==> config.mk <==
export PLATFORM = sky130hd
export DESIGN_NAME = tks_ctrl
export DESIGN_NICKNAME = d
export VERILOG_FILES = /design/src/hw/tks_pkg.sv /design/src/hw/tks_ctrl.sv /design/src/hw/tks_module.sv
export SDC_FILE = /design/constraint.sdc
export NUM_CORES = 1
export LEC_CHECK = 0
export BUFFER_PORTS_ARGS = -buffer_cell sky130_fd_sc_hd__buf_4
export CAP_MARGIN = 10
export CORE_UTILIZATION = 43
export CTS_CLUSTER_DIAMETER = 120
export CTS_CLUSTER_SIZE = 30
export DETAILED_ROUTE_END_ITERATION = 12
export SYNTH_ARGS = -nofsm -noshare
export SYNTH_HDL_FRONTEND = slang
export SYNTH_SLANG_ARGS = --single-unit
==> constraint.sdc <==
create_clock -name mclk -period 11.05 [get_ports mclk]
set_input_delay 1.6575 -clock mclk [delete_from_list [all_inputs] [get_ports mclk]]
set_output_delay 1.6575 -clock mclk [all_outputs]
set_load 0.05 [all_outputs]
==> src/hw/tks_pkg.sv <==
// package: constants, register map and types of the touch key scan controller
package tks_pkg;
  // ****************************************
  // geometry
  // ****************************************
  localparam int TKS_NUM_MOD = 2;
  localparam int TKS_KEYS = 8;
  // ****************************************
  // register map, byte addresses
  // ****************************************
  localparam logic [7:0] TKS_GCTRL_ADDR = 8'h00;
  localparam logic [4:0] TKS_MOD_PAGE0 = 5'h02;
  localparam logic [2:0] TKS_OFS_CTRL1 = 3'h0;
  localparam logic [2:0] TKS_OFS_CTRL2 = 3'h1;
  localparam logic [2:0] TKS_OFS_SLOT = 3'h2;
  localparam logic [2:0] TKS_OFS_CYC_LO = 3'h3;
  localparam logic [2:0] TKS_OFS_CYC_HI = 3'h4;
  localparam logic [2:0] TKS_OFS_FUN_LO = 3'h5;
  localparam logic [2:0] TKS_OFS_FUN_HI = 3'h6;
  // ****************************************
  // field positions
  // ****************************************
  localparam int TKS_GC_START = 0;
  localparam int TKS_GC_SHARE = 1;
  localparam int TKS_GC_SLOT_OV = 2;
  localparam int TKS_GC_CYC_OV = 3;
  localparam int TKS_GC_FUN_OV = 4;
  localparam int TKS_C1_TSS = 7;
  localparam int TKS_C1_ROEN = 5;
  localparam int TKS_C1_KOEN = 4;
  localparam int TKS_C2_MXS_LSB = 5;
  localparam logic [7:0] TKS_C1_MASK = 8'hbf;
  localparam logic [7:0] TKS_C2_MASK = 8'hef;
  // ****************************************
  // reset values and counter limits
  // ****************************************
  localparam logic [7:0] TKS_REG_RST = 8'h00;
  localparam logic [1:0] TKS_DIV_LAST = 2'h3;
  localparam logic [4:0] TKS_UNIT_LAST = 5'h1f;
  localparam logic [7:0] TKS_SLOT_LAST = 8'hff;
  localparam logic [15:0] TKS_CNT_LAST = 16'hffff;
  // ****************************************
  // scan sequencer states
  // ****************************************
  typedef enum logic [2:0] {
    TKS_IDLE = 3'b001,
    TKS_SCAN = 3'b010,
    TKS_DONE = 3'b100
  } tks_state_t;
endpackage
==> src/hw/tks_ctrl.sv <==
// top: registers, scan sequencer and oscillator control of the touch keys
//
// Overview of operation
// - each module has eight keys on shared pins, each with its own oscillator
// - count sense oscillator cycles during the slot; interrupt when it ends
// - share select makes module 0 slot counter serve every module
// - one common start bit launches every module
// - start bit low clears cycle, function and unit counters, not slot counter
// - slot overflow period is set by software through the slot setting
// - start bit rising switches on all four counters in every module
// - slot overflow stops key and reference oscillators and all counters
// - slot clock is the reference oscillator or system clock divided by four
// - reference and key oscillators run only while their enables are set
// - interrupt on overflow of all modules or module 0; only enabled keys count
// - module 0 holds keys one to eight, module 1 nine to sixteen, identical
// - single interrupt source; it clears all four counters of every module
// - start rising enables and syncs oscillators; set it after configuration
// - slot overflow sets a sticky flag and the interrupt; software clears it
// - any module cycle counter overflow sets a sticky flag; software clears it
// - function counter overflow sets a sticky flag; software clears it
// - slot clock select: 0 reference oscillator, 1 system clock over four
// - key enable 0 gives the pin to I/O, 1 to the touch key; reset 0
// - three-bit key select, 000 first key through 111 eighth key
`timescale 1ns/1ps
module tks_ctrl
  import tks_pkg::*;
#(
  parameter int NUM_MOD = TKS_NUM_MOD
) (
  // clock and reset
  input wire logic mclk,
  input wire logic rst,
  // register port
  input wire logic [7:0] addr,
  input wire logic [7:0] wdata,
  input wire logic wr,
  input wire logic rd,
  output logic [7:0] rdata,
  // oscillators, module n owns keys 8n to 8n+7
  input wire logic [NUM_MOD*TKS_KEYS-1:0] key_sense,
  input wire logic [NUM_MOD-1:0] ref_osc,
  output logic [NUM_MOD*TKS_KEYS-1:0] key_osc_run,
  output logic [NUM_MOD-1:0] ref_osc_run,
  // pin function and interrupt
  output logic [NUM_MOD*TKS_KEYS-1:0] key_pin_sel,
  output logic touch_irq
);
  // ****************************************
  // state
  // ****************************************
  typedef struct packed {
    tks_state_t state;
    logic start;
    logic start_pulse;
    logic share;
    logic slot_flag;
    logic cyc_flag;
    logic fun_flag;
    logic [NUM_MOD-1:0][7:0] ctrl1;
    logic [NUM_MOD-1:0][7:0] ctrl2;
    logic [NUM_MOD-1:0][7:0] slot_set;
    logic [NUM_MOD-1:0][15:0] cap_cyc;
    logic [NUM_MOD-1:0][15:0] cap_fun;
    logic [NUM_MOD-1:0] done;
    logic [7:0] rdata;
    logic irq;
    logic [NUM_MOD*TKS_KEYS-1:0] pin_sel;
    logic [NUM_MOD*TKS_KEYS-1:0] key_run;
    logic [NUM_MOD-1:0] ref_run;
  } tks_st_t;

  tks_st_t st;
  tks_st_t next_st;
  logic [NUM_MOD-1:0][15:0] cyc_w;
  logic [NUM_MOD-1:0][15:0] fun_w;
  logic [NUM_MOD-1:0] slot_ovf_w;
  logic [NUM_MOD-1:0] cyc_ovf_w;
  logic [NUM_MOD-1:0] fun_ovf_w;
  logic [NUM_MOD-1:0] run_w;
  logic scanning;
  logic share_end;
  logic all_end;
  logic irq_evt;
  logic gc_wr;
  logic [4:0] page;
  logic [4:0] mod_idx;
  logic mod_hit;
  logic [7:0] gc_read;

  // ****************************************
  // per-module counters
  // ****************************************
  genvar gm;
  generate
    for (gm = 0; gm < NUM_MOD; gm++) begin : g_mod
      assign run_w[gm] = scanning & ~st.done[gm];
      tks_module u_mod (
        .mclk(mclk),
        .rst(rst),
        .run(run_w[gm]),
        .start_pulse(st.start_pulse),
        .clr_cnt(~st.start),
        .clr_all(st.irq),
        .slot_preset(st.slot_set[gm]),
        .tss(st.ctrl1[gm][TKS_C1_TSS]),
        .mxs(st.ctrl2[gm][7:TKS_C2_MXS_LSB]),
        .key_en({st.ctrl2[gm][3:0], st.ctrl1[gm][3:0]}),
        .key_sense(key_sense[gm*TKS_KEYS +: TKS_KEYS]),
        .ref_osc(ref_osc[gm]),
        .cyc_cnt(cyc_w[gm]),
        .fun_cnt(fun_w[gm]),
        .slot_ovf(slot_ovf_w[gm]),
        .cyc_ovf(cyc_ovf_w[gm]),
        .fun_ovf(fun_ovf_w[gm])
      );
    end
  endgenerate

  // ****************************************
  // decode and scan sequencer
  // ****************************************
  assign scanning = (st.state == TKS_SCAN) & ~st.start_pulse;
  assign share_end = st.share & slot_ovf_w[0];
  assign all_end = &(st.done | slot_ovf_w);
  assign irq_evt = scanning & (st.share ? share_end : all_end);
  assign gc_wr = wr & (addr == TKS_GCTRL_ADDR);
  assign page = addr[7:3];
  assign mod_idx = page - TKS_MOD_PAGE0;
  assign mod_hit = (page >= TKS_MOD_PAGE0) & (mod_idx < 5'(NUM_MOD));

  always_comb begin
    gc_read = TKS_REG_RST;
    gc_read[TKS_GC_START] = st.start;
    gc_read[TKS_GC_SHARE] = st.share;
    gc_read[TKS_GC_SLOT_OV] = st.slot_flag;
    gc_read[TKS_GC_CYC_OV] = st.cyc_flag;
    gc_read[TKS_GC_FUN_OV] = st.fun_flag;
    next_st = st;
    next_st.start_pulse = 1'b0;
    next_st.irq = irq_evt;
    next_st.rdata = TKS_REG_RST;
    // register writes
    if (gc_wr) begin
      next_st.start = wdata[TKS_GC_START];
      next_st.share = wdata[TKS_GC_SHARE];
      // flags clear on a written zero, the set terms below win
      next_st.slot_flag = st.slot_flag & wdata[TKS_GC_SLOT_OV];
      next_st.cyc_flag = st.cyc_flag & wdata[TKS_GC_CYC_OV];
      next_st.fun_flag = st.fun_flag & wdata[TKS_GC_FUN_OV];
    end
    if (wr & mod_hit) begin
      case (addr[2:0])
        TKS_OFS_CTRL1: next_st.ctrl1[mod_idx] = wdata & TKS_C1_MASK;
        TKS_OFS_CTRL2: next_st.ctrl2[mod_idx] = wdata & TKS_C2_MASK;
        TKS_OFS_SLOT: next_st.slot_set[mod_idx] = wdata;
        default: next_st.slot_set = st.slot_set;
      endcase
    end
    // register reads
    if (rd & (addr == TKS_GCTRL_ADDR)) begin
      next_st.rdata = gc_read;
    end else if (rd & mod_hit) begin
      case (addr[2:0])
        TKS_OFS_CTRL1: next_st.rdata = st.ctrl1[mod_idx];
        TKS_OFS_CTRL2: next_st.rdata = st.ctrl2[mod_idx];
        TKS_OFS_SLOT: next_st.rdata = st.slot_set[mod_idx];
        TKS_OFS_CYC_LO: next_st.rdata = st.cap_cyc[mod_idx][7:0];
        TKS_OFS_CYC_HI: next_st.rdata = st.cap_cyc[mod_idx][15:8];
        TKS_OFS_FUN_LO: next_st.rdata = st.cap_fun[mod_idx][7:0];
        TKS_OFS_FUN_HI: next_st.rdata = st.cap_fun[mod_idx][15:8];
        default: next_st.rdata = TKS_REG_RST;
      endcase
    end
    // sticky overflow flags
    if (scanning & |cyc_ovf_w) begin
      next_st.cyc_flag = 1'b1;
    end
    if (scanning & |fun_ovf_w) begin
      next_st.fun_flag = 1'b1;
    end
    if (irq_evt) begin
      next_st.slot_flag = 1'b1;
    end
    // sequencer
    case (st.state)
      TKS_IDLE: begin
        if (next_st.start) begin
          // configuration must already be in place at this edge
          next_st.state = TKS_SCAN;
          next_st.start_pulse = 1'b1;
          next_st.done = '0;
        end
      end
      TKS_SCAN: begin
        if (~next_st.start) begin
          next_st.state = TKS_IDLE;
        end else if (irq_evt) begin
          // results are held here, the counters are cleared a cycle later
          next_st.state = TKS_DONE;
          next_st.cap_cyc = cyc_w;
          next_st.cap_fun = fun_w;
        end else begin
          next_st.done = st.done | (st.share ? {NUM_MOD{share_end}} : slot_ovf_w);
        end
      end
      TKS_DONE: begin
        // a new scan needs the start bit to go low first
        if (~next_st.start) begin
          next_st.state = TKS_IDLE;
        end
      end
      default: next_st.state = TKS_IDLE;
    endcase
    // oscillator enables follow the next state
    for (int m = 0; m < NUM_MOD; m++) begin
      next_st.pin_sel[m*TKS_KEYS +: TKS_KEYS] = {next_st.ctrl2[m][3:0], next_st.ctrl1[m][3:0]};
      next_st.ref_run[m] = (next_st.state == TKS_SCAN) & ~next_st.done[m] & next_st.ctrl1[m][TKS_C1_ROEN];
      for (int k = 0; k < TKS_KEYS; k++) begin
        next_st.key_run[m*TKS_KEYS+k] = (next_st.state == TKS_SCAN) & ~next_st.done[m]
          & next_st.ctrl1[m][TKS_C1_KOEN] & next_st.pin_sel[m*TKS_KEYS+k];
      end
    end
  end

  always_ff @(posedge mclk or posedge rst) begin
    if (rst) begin
      st <= '0;
      st.state <= TKS_IDLE;
    end else begin
      st <= next_st;
    end
  end

  assign rdata = st.rdata;
  assign key_osc_run = st.key_run;
  assign ref_osc_run = st.ref_run;
  assign key_pin_sel = st.pin_sel;
  assign touch_irq = st.irq;
endmodule

==> src/hw/tks_module.sv <==
// one touch module: key select, unit period, time slot and result counters
`timescale 1ns/1ps
module tks_module
  import tks_pkg::*;
(
  // clock and reset
  input wire logic mclk,
  input wire logic rst,
  // sequencing
  input wire logic run,
  input wire logic start_pulse,
  input wire logic clr_cnt,
  input wire logic clr_all,
  // configuration
  input wire logic [7:0] slot_preset,
  input wire logic tss,
  input wire logic [2:0] mxs,
  input wire logic [7:0] key_en,
  // oscillators
  input wire logic [7:0] key_sense,
  input wire logic ref_osc,
  // results
  output logic [15:0] cyc_cnt,
  output logic [15:0] fun_cnt,
  output logic slot_ovf,
  output logic cyc_ovf,
  output logic fun_ovf
);
  typedef struct packed {
    logic [7:0] key_prev;
    logic ref_prev;
    logic [1:0] div;
    logic [4:0] unit;
    logic [7:0] slot;
    logic [15:0] cyc;
    logic [15:0] fun;
  } tks_mod_st_t;

  tks_mod_st_t st;
  tks_mod_st_t next_st;
  logic slot_tick;
  logic key_edge;
  logic unit_wrap;

  always_comb begin
    // the selected key only counts while its pin is given to the touch function
    key_edge = key_sense[mxs] & ~st.key_prev[mxs] & key_en[mxs];
    slot_tick = tss ? (st.div == TKS_DIV_LAST) : (ref_osc & ~st.ref_prev);
    unit_wrap = slot_tick & (st.unit == TKS_UNIT_LAST);
    slot_ovf = run & unit_wrap & (st.slot == TKS_SLOT_LAST);
    cyc_ovf = run & key_edge & (st.cyc == TKS_CNT_LAST);
    fun_ovf = run & (st.fun == TKS_CNT_LAST);
    cyc_cnt = st.cyc;
    fun_cnt = st.fun;
    next_st = st;
    next_st.key_prev = key_sense;
    next_st.ref_prev = ref_osc;
    if (start_pulse) begin
      next_st.slot = slot_preset;
      next_st.unit = '0;
      next_st.cyc = '0;
      next_st.fun = '0;
      next_st.div = '0;
    end else if (clr_all) begin
      next_st.slot = '0;
      next_st.unit = '0;
      next_st.cyc = '0;
      next_st.fun = '0;
    end else if (clr_cnt) begin
      // the slot counter keeps its value here
      next_st.unit = '0;
      next_st.cyc = '0;
      next_st.fun = '0;
    end else if (run) begin
      next_st.div = st.div + 2'h1;
      next_st.fun = st.fun + 16'h1;
      if (key_edge) begin
        next_st.cyc = st.cyc + 16'h1;
      end
      if (slot_tick) begin
        next_st.unit = st.unit + 5'h1;
      end
      if (unit_wrap) begin
        next_st.slot = st.slot + 8'h1;
      end
    end
  end

  always_ff @(posedge mclk or posedge rst) begin
    if (rst) begin
      st <= '0;
    end else begin
      st <= next_st;
    end
  end
endmodule

### Word-level counts from Yosys, hierarchy flattened

Index checks and enable logic that the tools add are counted.

* bitwise logic cells: 66
* reductions and logical operators: 29
* multiplexer cells: 76
* shifts and indexed selects: 0
* order comparisons: 6
* $mul: 0
* add/subtract/negate cells: 11
* div/mod/pow operators: 0
* equality and inequality tests: 27

Operators with widths (count)
* two-way mux 47 bit: 4
* two-way mux 16 bit: 8
* two-way mux 8 bit: 13
* two-way mux 45 bit: 2
* adder 16 x 1 -> 16 bit (second input constant): 4
* == test 16 bit (second input constant): 4
* two-way mux 32 bit: 2
* one-hot mux 8 bit (7 select lines): 1
* bitwise AND 1 bit: 55
* bitwise mux 16 bit: 3
* two-way mux 46 bit: 1
* inequality test 4 x 3 -> 1 bit (second input constant): 6
* two-way mux 5 bit: 4
* binary-select mux 1 bit (select 3 bit): 6
* adder 8 x 1 -> 8 bit (second input constant): 2
* == test 8 bit (second input constant): 2
* two-way mux 2 bit: 8
* AND reduction 2 bit: 8
* two-way mux 1 bit: 15
* two-way mux 3 bit: 5
* AND reduction 3 bit: 5
* nonzero test 3 bit: 5
* two-way mux 14 bit: 1
* == test 3 x 2 -> 1 bit (second input constant): 4
* other kinds (22): 47

* memories: 0
* memory bits (writable): 0
* input port bits: 38
* bits in latches: 0
* flip-flop bits (word level): 278
* ROM bits: 0
* output and inout port bits: 43

### Logic depth before layout (Yosys ltp)

Gate-level depths: netlist (run 1).

* word-level depth: 17
* depth in mapped cells: 10
* depth with buffers taken out: 9

### Cells and area by module

A second synthesis (run 1) with hierarchy kept.

* cell total of the unflattened synthesis: 1173
* area, all modules: 13319.0 um^2

Modules (own cells, without submodules)
* tks_ctrl: area each 7124.3 um^2, cells each 528, instances 1
* tks_module (g_mod[0].u_mod): area each 3129.3 um^2, cells each 324, instances 1
* tks_module (g_mod[1].u_mod): area each 3065.4 um^2, cells each 321, instances 1

### Worst setup path after synthesis (run 1)

No wires, ideal clock.

* path type: input to register
* from: input port ref_osc[0]
* to: register st[100] (netlist name)
* cell stages on the path: 7
* arrival time: 3720 ps
* path slack: 7205 ps
* required time: 10925 ps
* path through: or3b_2 > a211oi_4 > nand4_4 > a21o_1 > nor2_8 > buf_12 > mux2_4

* word-level cells in the longest chain between the ends: 10

Ends and longest elaborated chain
* start, declared: RTL line tks_ctrl.sv:41 `input wire logic [NUM_MOD-1:0] ref_osc,`
* bitwise AND 1 bit *: RTL line tks_module.sv:48 `slot_tick = tss ? (st.div == TKS_DIV_LAST) : (ref_osc & ~st.ref_prev);`
* two-way mux 1 bit *: RTL line tks_module.sv:48
* bitwise AND 1 bit *: RTL line tks_module.sv:49 `unit_wrap = slot_tick & (st.unit == TKS_UNIT_LAST);`
* bitwise AND 1 bit * (2 in a row): RTL line tks_module.sv:50 `slot_ovf = run & unit_wrap & (st.slot == TKS_SLOT_LAST);`
* bitwise OR 2 bit: RTL line tks_ctrl.sv:124 `assign all_end = &(st.done | slot_ovf_w);`
* AND reduction 2 bit: RTL line tks_ctrl.sv:124
* two-way mux 1 bit *: RTL line tks_ctrl.sv:125 `assign irq_evt = scanning & (st.share ? share_end : all_end);`
* bitwise AND 1 bit *: RTL line tks_ctrl.sv:125
* AND reduction 3 bit (no line) *
* end signal, assigned: RTL line tks_ctrl.sv:230 `st <= next_st;`
* end, declared: RTL line tks_ctrl.sv:72 `tks_st_t st;`

Mark *: on every way between the ends. The rest lies on a longest branch, timed or not.
A chain may end at the register's enable or synchronous reset.

### Final worst setup path (run 1)

* from: input port addr[5]
* to: register st[91] (netlist name)

* word-level cells in the longest chain between the ends: 4

Ends and longest elaborated chain
* start, declared: RTL line tks_ctrl.sv:34 `input wire logic [7:0] addr,`
* logical NOT 8 bit: RTL line tks_ctrl.sv:126 `assign gc_wr = wr & (addr == TKS_GCTRL_ADDR);`
* bitwise AND 1 bit: RTL line tks_ctrl.sv:126
* two-way mux 1 bit: RTL line tks_ctrl.sv:143 `if (gc_wr) begin`
* AND reduction 3 bit (no line)

No other way between the ends.

==> results of run 1 <==
[state kept, by name, summed over array words and instances (netlist names)]
register and count:
ref_osc_run 2, touch_irq 1, key_osc_run 16, g_mod.u_mod.st 48
rdata 8, g_mod.u_mod.fun_cnt 32, key_pin_sel 15, st 99
g_mod.u_mod.cyc_cnt 32, gc_read 5
[worst min-delay path by stage]
stage / start / endpoint / slack (ns) / cells past startpoint
floorplan: gc_read[2] / rdata[2] / 0.44 / 2
global placement: st[89] / st[89] / 0.47 / 1
detailed placement: st[89] / st[89] / 0.47 / 1
CTS: st[89] / st[89] / 0.50 / 1
global route: st[89] / st[89] / 0.52 / 1
finish: st[89] / st[89] / 0.50 / 1
[report_power, final]
part	total [mW]	leakage [nW]	switching [mW]	internal, mW
sequential	1.01	3.53	0.0334	0.975
combinational	0.133	2.36	0.0837	0.0496
clock	0.525	0.171	0.305	0.220
[stage by stage]
step / utilization / instance area [um^2] / hold WS, ns / setup slack [ns] / std cells
4_1_cts: 0.4687 / 13420 / 0.5006 / 6.723 / 1483
3_3_place_gp: 0.4563 / 13060 / 0.4684 / 6.233 / 1466
5_1_grt: 0.4687 / 13420 / 0.5199 / 6.556 / 1483
6_report: 0.4687 / 13420 / 0.5017 / 6.687 / 1483
2_1_floorplan: - / 12510 / 0.4436 / 2.296 / 1079
3_5_place_dp: 0.4563 / 13060 / 0.4742 / 6.179 / 1466
[logic make-up after synthesis]
family / Yosys count
simple gates: 353
flops: 258
mux: 160
compound gates: 145
buf+inv: 97
xor+xnor: 54
fa+ha+maj: 12
[worst reg2reg max path, delay by kind of cell, from the launching register on]
kind | cells | cell delay, ns
flip-flops | 1 | 0.38
AO/OA/AOI/OAI | 2 | 0.67
multiplexers | 1 | 0.44
AND/OR/NAND/NOR | 3 | 1.26
buffers and inverters | 2 | 0.96
[cell usage in the layout, fill, tap and decap left out, drive strengths merged, types with 13 or more instances in the layout]
cell type	netlist	layout
o21ai	40	40
mux2i	51	51
nand3	33	33
nor2b	16	16
inv	13	13
o22ai	17	17
dfrtp	257	257
xnor2	14	14
xor2	40	40
a21oi	42	42
mux2	109	109
clkbuf	30	16
and3	22	22
buf	54	87
nand2	76	76
or3	18	18
nor2	87	87
nand4	23	23
[cell type report]
cell class,count,area [um^2]
Clock inverter,1,16.27
Clock buffer,16,336.6
Tap cell,384,480.5
Multi-Input combinational cell,724,5415
Fill cell,2606,15210
Timing Repair Buffer,87,653.1
Inverter,13,56.30
Sequential cell,258,6457
[layer usage]
metal  up-vias  global-route usage  share of wire
met3        23             0.02155          0.036
met5         -                   0              0
met2       150              0.3244           0.46
met4         0             0.03795          0.012
li1       3852                   -              -
met1      4117              0.2975           0.49
==> results.ini, run 1 <==
[sta]
clock.fmax_mhz = 229.2
tightestPinTransition_ns = 0.9684
fin_crit_sh = 0.3948
finalSetupViolCount = 0
skew_ns = 0.01906
drv_slew = 0
grt_setup_unrepaired = no
finalHoldViolCount = 0
slew_headroom = 0.3544
min_period_ns = 4.363
setup_tns_ns = 0

[synth]
netlist.area_leader.share = 0.5142
synth_xor_area_frac = 0.03782
synth_mux_area_frac = 0.1570
synth_top_family_by_area = multiplexers
ys_seq_area_frac = 0.5163
synth.most_common_cell = dfrtp_1
synth_compound_area_frac = 0.07353
ys.flop_type = dfrtp_1
ys_warn_count = 0
synth-simple-area-share = 0.1525
synth_area_um2 = 12510
synth_common_cells = dfrtp_1 (257), nor2_1 (85), nand2_1 (76)
syn_inst = 1079
synthTopCellsByArea = dfrtp_1 (51%), mux2_4 (7.2%), mux2i_1 (4.1%)
async_flop_share = 1.000
yosys.area.top_type = dfrtp_1
synth.distinct_cells = 64
synth_adder_area_share = 0.01200
synth-edff-count = 0
avgSynthCellArea_um2 = 11.59
synthesis.nets = 1129
synth_seq_cells = 258

[cts]
cts_setup_buffers = 0
cts.repair.resized = 0
path_clk_slew_ns = 0.12
htreeDepth = 1
cts_tree = built
cts-root-buf = clkbuf_16
ctsHoldBuffers = 0
cts_buffer_depth = 3
insertion_delay_ns = 0.50
clock_sinks = 258
cts_buffers = 12

[placement]
portBuffers = 80
routabilityCongestion = 0.8164
dp_hpwl_um = 21630

[critical_path]
critPathKind = in2reg
critPathCaptureType = flip-flop
worstPathMaxFanout = 47
rr_startpoint = st[161]
cp.buffers_inverters = 2
cp_slowest_cell = buf_4
required_ns = 11.45
crit_path_start = addr[5]
arrival_ns = 4.76
reg2reg_to = st[91]
cpLargestDelayFamily = simple AND/OR/NAND/NOR gates
max_stage_delay_ns = 0.74
endpoint = st[91]
critPathLaunchType = input pin
cp.depth = 7
crit_chain = buf_4 -> nor3_1 -> nand4_1 -> mux2i_1 -> nor2_8 -> buf_4 -> mux2_1
cp_common_cell = buf_4
r2r_slack_ns = 7.25
rr_worst_depth = 8

[grt]
grt_pass1_wl_um = 47580
grt_pass1_vias = 8079
grt.total_usage = 0.2021
antenna_found_initial = 0
grt_max_degree = 108
grt_overflow_total = 0

[power]
total_power_mw = 1.666
vdd_ir_drop_max_mv = 0.08123
power_density_nw_per_um2 = 124.2
p_leak_nw = 6.055

[drt]
viasPerCell = 5.490
ant_nets = 0
drt_iter0_drc = 616
dr.pass1.iters = 5
routedWlPerCell_um = 20.15
routed_wl_um = 29880
drc = 0
vias = 8142

[floorplanning]
rows = 62
die_w_um = 172.5
die-area_um2 = 29770
initial_core_util = 0.4369
die_h_um = 172.5
boundaryPins = 81
coreArea_um2 = 28630

[final_layout]
antennaDiodeCount = 0
area_delta_synth_final_pct = 7.263
fin_nets = 1146
drive_gt1_frac = 0.2038

[run_status]
status = completed

[min_path]
hold_class = reg2reg

[job]
cap_viol_max_count = 0

Note: power is estimated with default switching activity, not from simulation.
==> run 2, diff against run 1 <==
--- a/config.mk
+++ b/config.mk
@@ -5,6 +5,7 @@
 export SDC_FILE = /design/constraint.sdc
 export NUM_CORES = 1
 export LEC_CHECK = 0
+export ABC_AREA = 1
 export BUFFER_PORTS_ARGS = -buffer_cell sky130_fd_sc_hd__buf_4
 export CAP_MARGIN = 10
 export CORE_UTILIZATION = 43
==> constraint.sdc (replaced) <==
create_clock -name mclk -period 4.3 [get_ports mclk]
set_input_delay 0.645 -clock mclk [delete_from_list [all_inputs] [get_ports mclk]]
set_output_delay 0.645 -clock mclk [all_outputs]
set_load 0.05 [all_outputs]
==> run 2 against run 1 <==
Effect of this change:
- clock power grew to 2.6 times the previous value
- sequential power rose to 2.6 times the previous value
- cell count grew 43%
- sequential share of layout area is 3.0 points lower
- clock skew up 0.0096 ns
- flip-flop and latch count unchanged
- largest cell class unchanged
- synthesized cell count rose by 60%
- global-route usage rose by 4.5 points
- largest power group unchanged
- first-iteration DRC count increased by 42%
- highest routed layer unchanged
==> results.ini, run 2 <==
[grt]
grt_pass1_wl_um = 60170  ; was 47580 um
grt_overflow_total = 0  ; unchanged
antenna_found_initial = 0  ; unchanged
grt_pass1_vias = 10740  ; was 8079
grt_max_degree = 93  ; was 108
grt.total_usage = 0.2470  ; was 0.2021

[critical_path]
arrival_ns = 3.64  ; was 4.76 ns
rr_worst_depth = 10  ; was 8
reg2reg_to = g_mod[0].u_mod.fun_cnt[11]  ; was st[91]
r2r_slack_ns = 1.03  ; was 7.25 ns
critPathLaunchType = flip-flop  ; was input pin
required_ns = 4.67  ; was 11.45 ns
critPathCaptureType = flip-flop  ; unchanged
critPathKind = reg2reg  ; was in2reg
worstPathMaxFanout = 35  ; was 47
rr_startpoint = st[161]  ; unchanged
crit_path_start = st[161]  ; was addr[5]

[sta]
fin_crit_sh = 0.7611
skew_ns = 0.02863  ; was 0.01906 ns
finalSetupViolCount = 0  ; unchanged
setup_tns_ns = 0  ; unchanged
grt_setup_unrepaired = no  ; unchanged
clock.fmax_mhz = 305.6
drv_slew = 0  ; unchanged
fin_hold_ws_ns = 0.2477  ; was 0.5017 ns
slew_headroom = 0.2812  ; was 0.3544
min_period_ns = 3.273
finalHoldViolCount = 0  ; unchanged
tightestPinTransition_ns = 1.070  ; was 0.9684 ns

[power]
p_leak_nw = 6.634  ; was 6.055 nW
power_density_nw_per_um2 = 307.1  ; was 124.2 nW/um^2
total_power_mw = 4.399  ; was 1.666 mW
vdd_ir_drop_max_mv = 0.1970  ; was 0.08123 mV

[synth]
yosys.area.top_type = dfrtp_1  ; unchanged
synth_seq_cells = 258  ; unchanged
synth_area_um2 = 13380  ; was 12510 um^2
synth_common_cells = nand2_1 (500), dfrtp_1 (257), inv_1 (191)  ; was dfrtp_1 (257), nor2_1 (85), nand2_1 (76)
syn_inst = 1722  ; was 1079
synthTopCellsByArea = dfrtp_1 (48%), nand2_1 (14%), o21ai_0 (6.6%)  ; was dfrtp_1 (51%), mux2_4 (7.2%), mux2i_1 (4.1%)
synth.most_common_cell = nand2_1  ; was dfrtp_1
avgSynthCellArea_um2 = 7.772  ; was 11.59 um^2
ys_seq_area_frac = 0.4825  ; was 0.5163
async_flop_share = 1.000  ; unchanged
synth.distinct_cells = 50  ; was 64
ys.flop_type = dfrtp_1  ; unchanged
ys_warn_count = 0  ; unchanged
synth-edff-count = 0  ; unchanged
netlist.area_leader.share = 0.4805  ; was 0.5142
synthesis.nets = 1772  ; was 1129

[final_layout]
area_delta_synth_final_pct = 7.002  ; was 7.263%
antennaDiodeCount = 0  ; unchanged
final_cell_mix = nand2_1 (500), dfrtp_1 (257), inv_1 (190), o21ai_0 (177), nor2_1 (116)  ; was dfrtp_1 (257), buf_4 (87), nor2_1 (85), nand2_1 (75), mux2_4 (60)
final_common_cell = nand2_1  ; was dfrtp_1
regMostFlops = st  ; unchanged
largest_registers = st: 99 flops, g_mod.u_mod.st: 48 flops  ; unchanged
largest_register_ffs = 99  ; unchanged
drive_gt1_frac = 0.08155  ; was 0.2038
fin_nets = 1777  ; was 1146

[drt]
drc = 0  ; unchanged
viasPerCell = 5.351  ; was 5.490
ant_nets = 0  ; unchanged
vias = 11370  ; was 8142
drt_iter0_drc = 872  ; was 616
routedWlPerCell_um = 18.02  ; was 20.15 um
dr.pass1.iters = 5  ; unchanged
routed_wl_um = 38290  ; was 29880 um

[cts]
cts_setup_buffers = 0  ; unchanged
insertion_delay_ns = 0.50  ; about the same
path_clk_slew_ns = 0.12  ; about the same
clock_sinks = 258  ; unchanged
cts_buffers = 12  ; unchanged
cts.repair.resized = 0  ; unchanged
cts_tree = built  ; unchanged
ctsHoldBuffers = 0  ; unchanged
htreeDepth = 1  ; unchanged
cts-root-buf = clkbuf_16  ; unchanged
cts_buffer_depth = 3  ; unchanged

[floorplanning]
rows = 64  ; was 62
die_w_um = 178.4  ; was 172.5 um
die_h_um = 178.4  ; was 172.5 um
coreArea_um2 = 30590  ; was 28630 um^2
boundaryPins = 81  ; unchanged
die-area_um2 = 31840  ; was 29770 um^2
initial_core_util = 0.4375  ; was 0.4369

[min_path]
hold_path_end = g_mod[1].u_mod.st[48]  ; was st[89]
hold_path_depth = 1  ; unchanged
hold_start = key_sense[8]  ; was st[89]
hold_class = in2reg  ; was reg2reg

[placement]
dp_hpwl_um = 28310  ; was 21630 um
routabilityCongestion = 0.9912  ; was 0.8164
portBuffers = 80  ; unchanged

[run_status]
status = completed  ; unchanged

[job]
cap_viol_max_count = 0  ; unchanged

## run 2: cell count changes after synthesis, moves of 17 or more
cell     previous run  this run
nor2_1             85       116
mux2_4             60         0
mux2i_1            51         1
or3_1              18         0
xor2_1             40        20
and3_1             22         0
mux2_2             45         0
nand3_1            33        94
o21ai_0            40       177
nor3_1             11        58
nand2_1            76       500
a21oi_1            42        59
inv_1              13       191
## run 2: report_power, final
part | internal (mW) | switching, mW | total (mW)
Sequential | 2.50 | 0.0742 | 2.58
Combinational | 0.150 | 0.322 | 0.473
Clock | 0.562 | 0.787 | 1.35
Total | 3.21 | 1.18 | 4.40
## run 2: final cells by class
class	count	area (um^2)
clock inverters	1	16.27
repair buffers	94	730.7
flip-flops and latches	258	6457
clock buffers	15	332.8
multi-input cells	1164	5540
fillers	3082	16270
inverters	197	748.2
well taps	396	495.5
## run 2: kinds of logic after synthesis
group / count (synthesis) / share of synthesized area
and+or+nand+nor: 829 / 0.2635
AOI/OAI and AO/OA: 302 / 0.1254
buffers and inverters: 300 / 0.1036
DFF: 258 / 0.4825
xor gates and xnor gates: 20 / 0.01309
adders and majority gates: 12 / 0.01122
muxes: 1 / 0.0007479
## run 2: per-layer routing
metal	routed length, um	part of all wire	vias to the layer above	global-route usage
met3	2128	0.056	62	0.02899
met2	17650	0.46	336	0.3957
met5	0	0	-	0
met4	1145	0.030	0	0.07380
met1	17370	0.45	5443	0.3500
li1	-	-	5529	-
## run 2: worst max path at each step
stage                                  to  slack (ns)  cells after the start
2_1_floorplan   g_mod[0].u_mod.cyc_cnt[0]        0.26                      1
3_3_place_gp   g_mod[0].u_mod.fun_cnt[11]        1.15                     10
3_5_place_dp   g_mod[0].u_mod.fun_cnt[11]        1.09                     10
4_1_cts        g_mod[0].u_mod.fun_cnt[11]        1.05                     10
5_1_grt        g_mod[0].u_mod.fun_cnt[11]        0.80                     10
6_report       g_mod[0].u_mod.fun_cnt[11]        1.03                     10
## run 2: per-stage QoR
stage / util / area (um^2) / std cells / setup slack (ns)
finish: 0.4682 / 14320 / 2125 / 1.027
global route: 0.4682 / 14320 / 2125 / 0.7999
CTS: 0.4682 / 14320 / 2125 / 1.050
detailed placement: 0.4568 / 13970 / 2109 / 1.093
global placement: 0.4568 / 13970 / 2109 / 1.153
floorplan: - / 13390 / 1722 / 0.2562
## run 2: worst max-delay path, stage by stage, from the launching register on
cell and delay (ns):
dfrtp_1 0.41, buf_4 0.24, nor2_2 0.59, inv_1 0.30, nor2_2 0.17, buf_4 0.43
nand2_1 0.42, inv_1 0.28, nor2_1 0.09, xor2_1 0.14, nor2_1 0.05
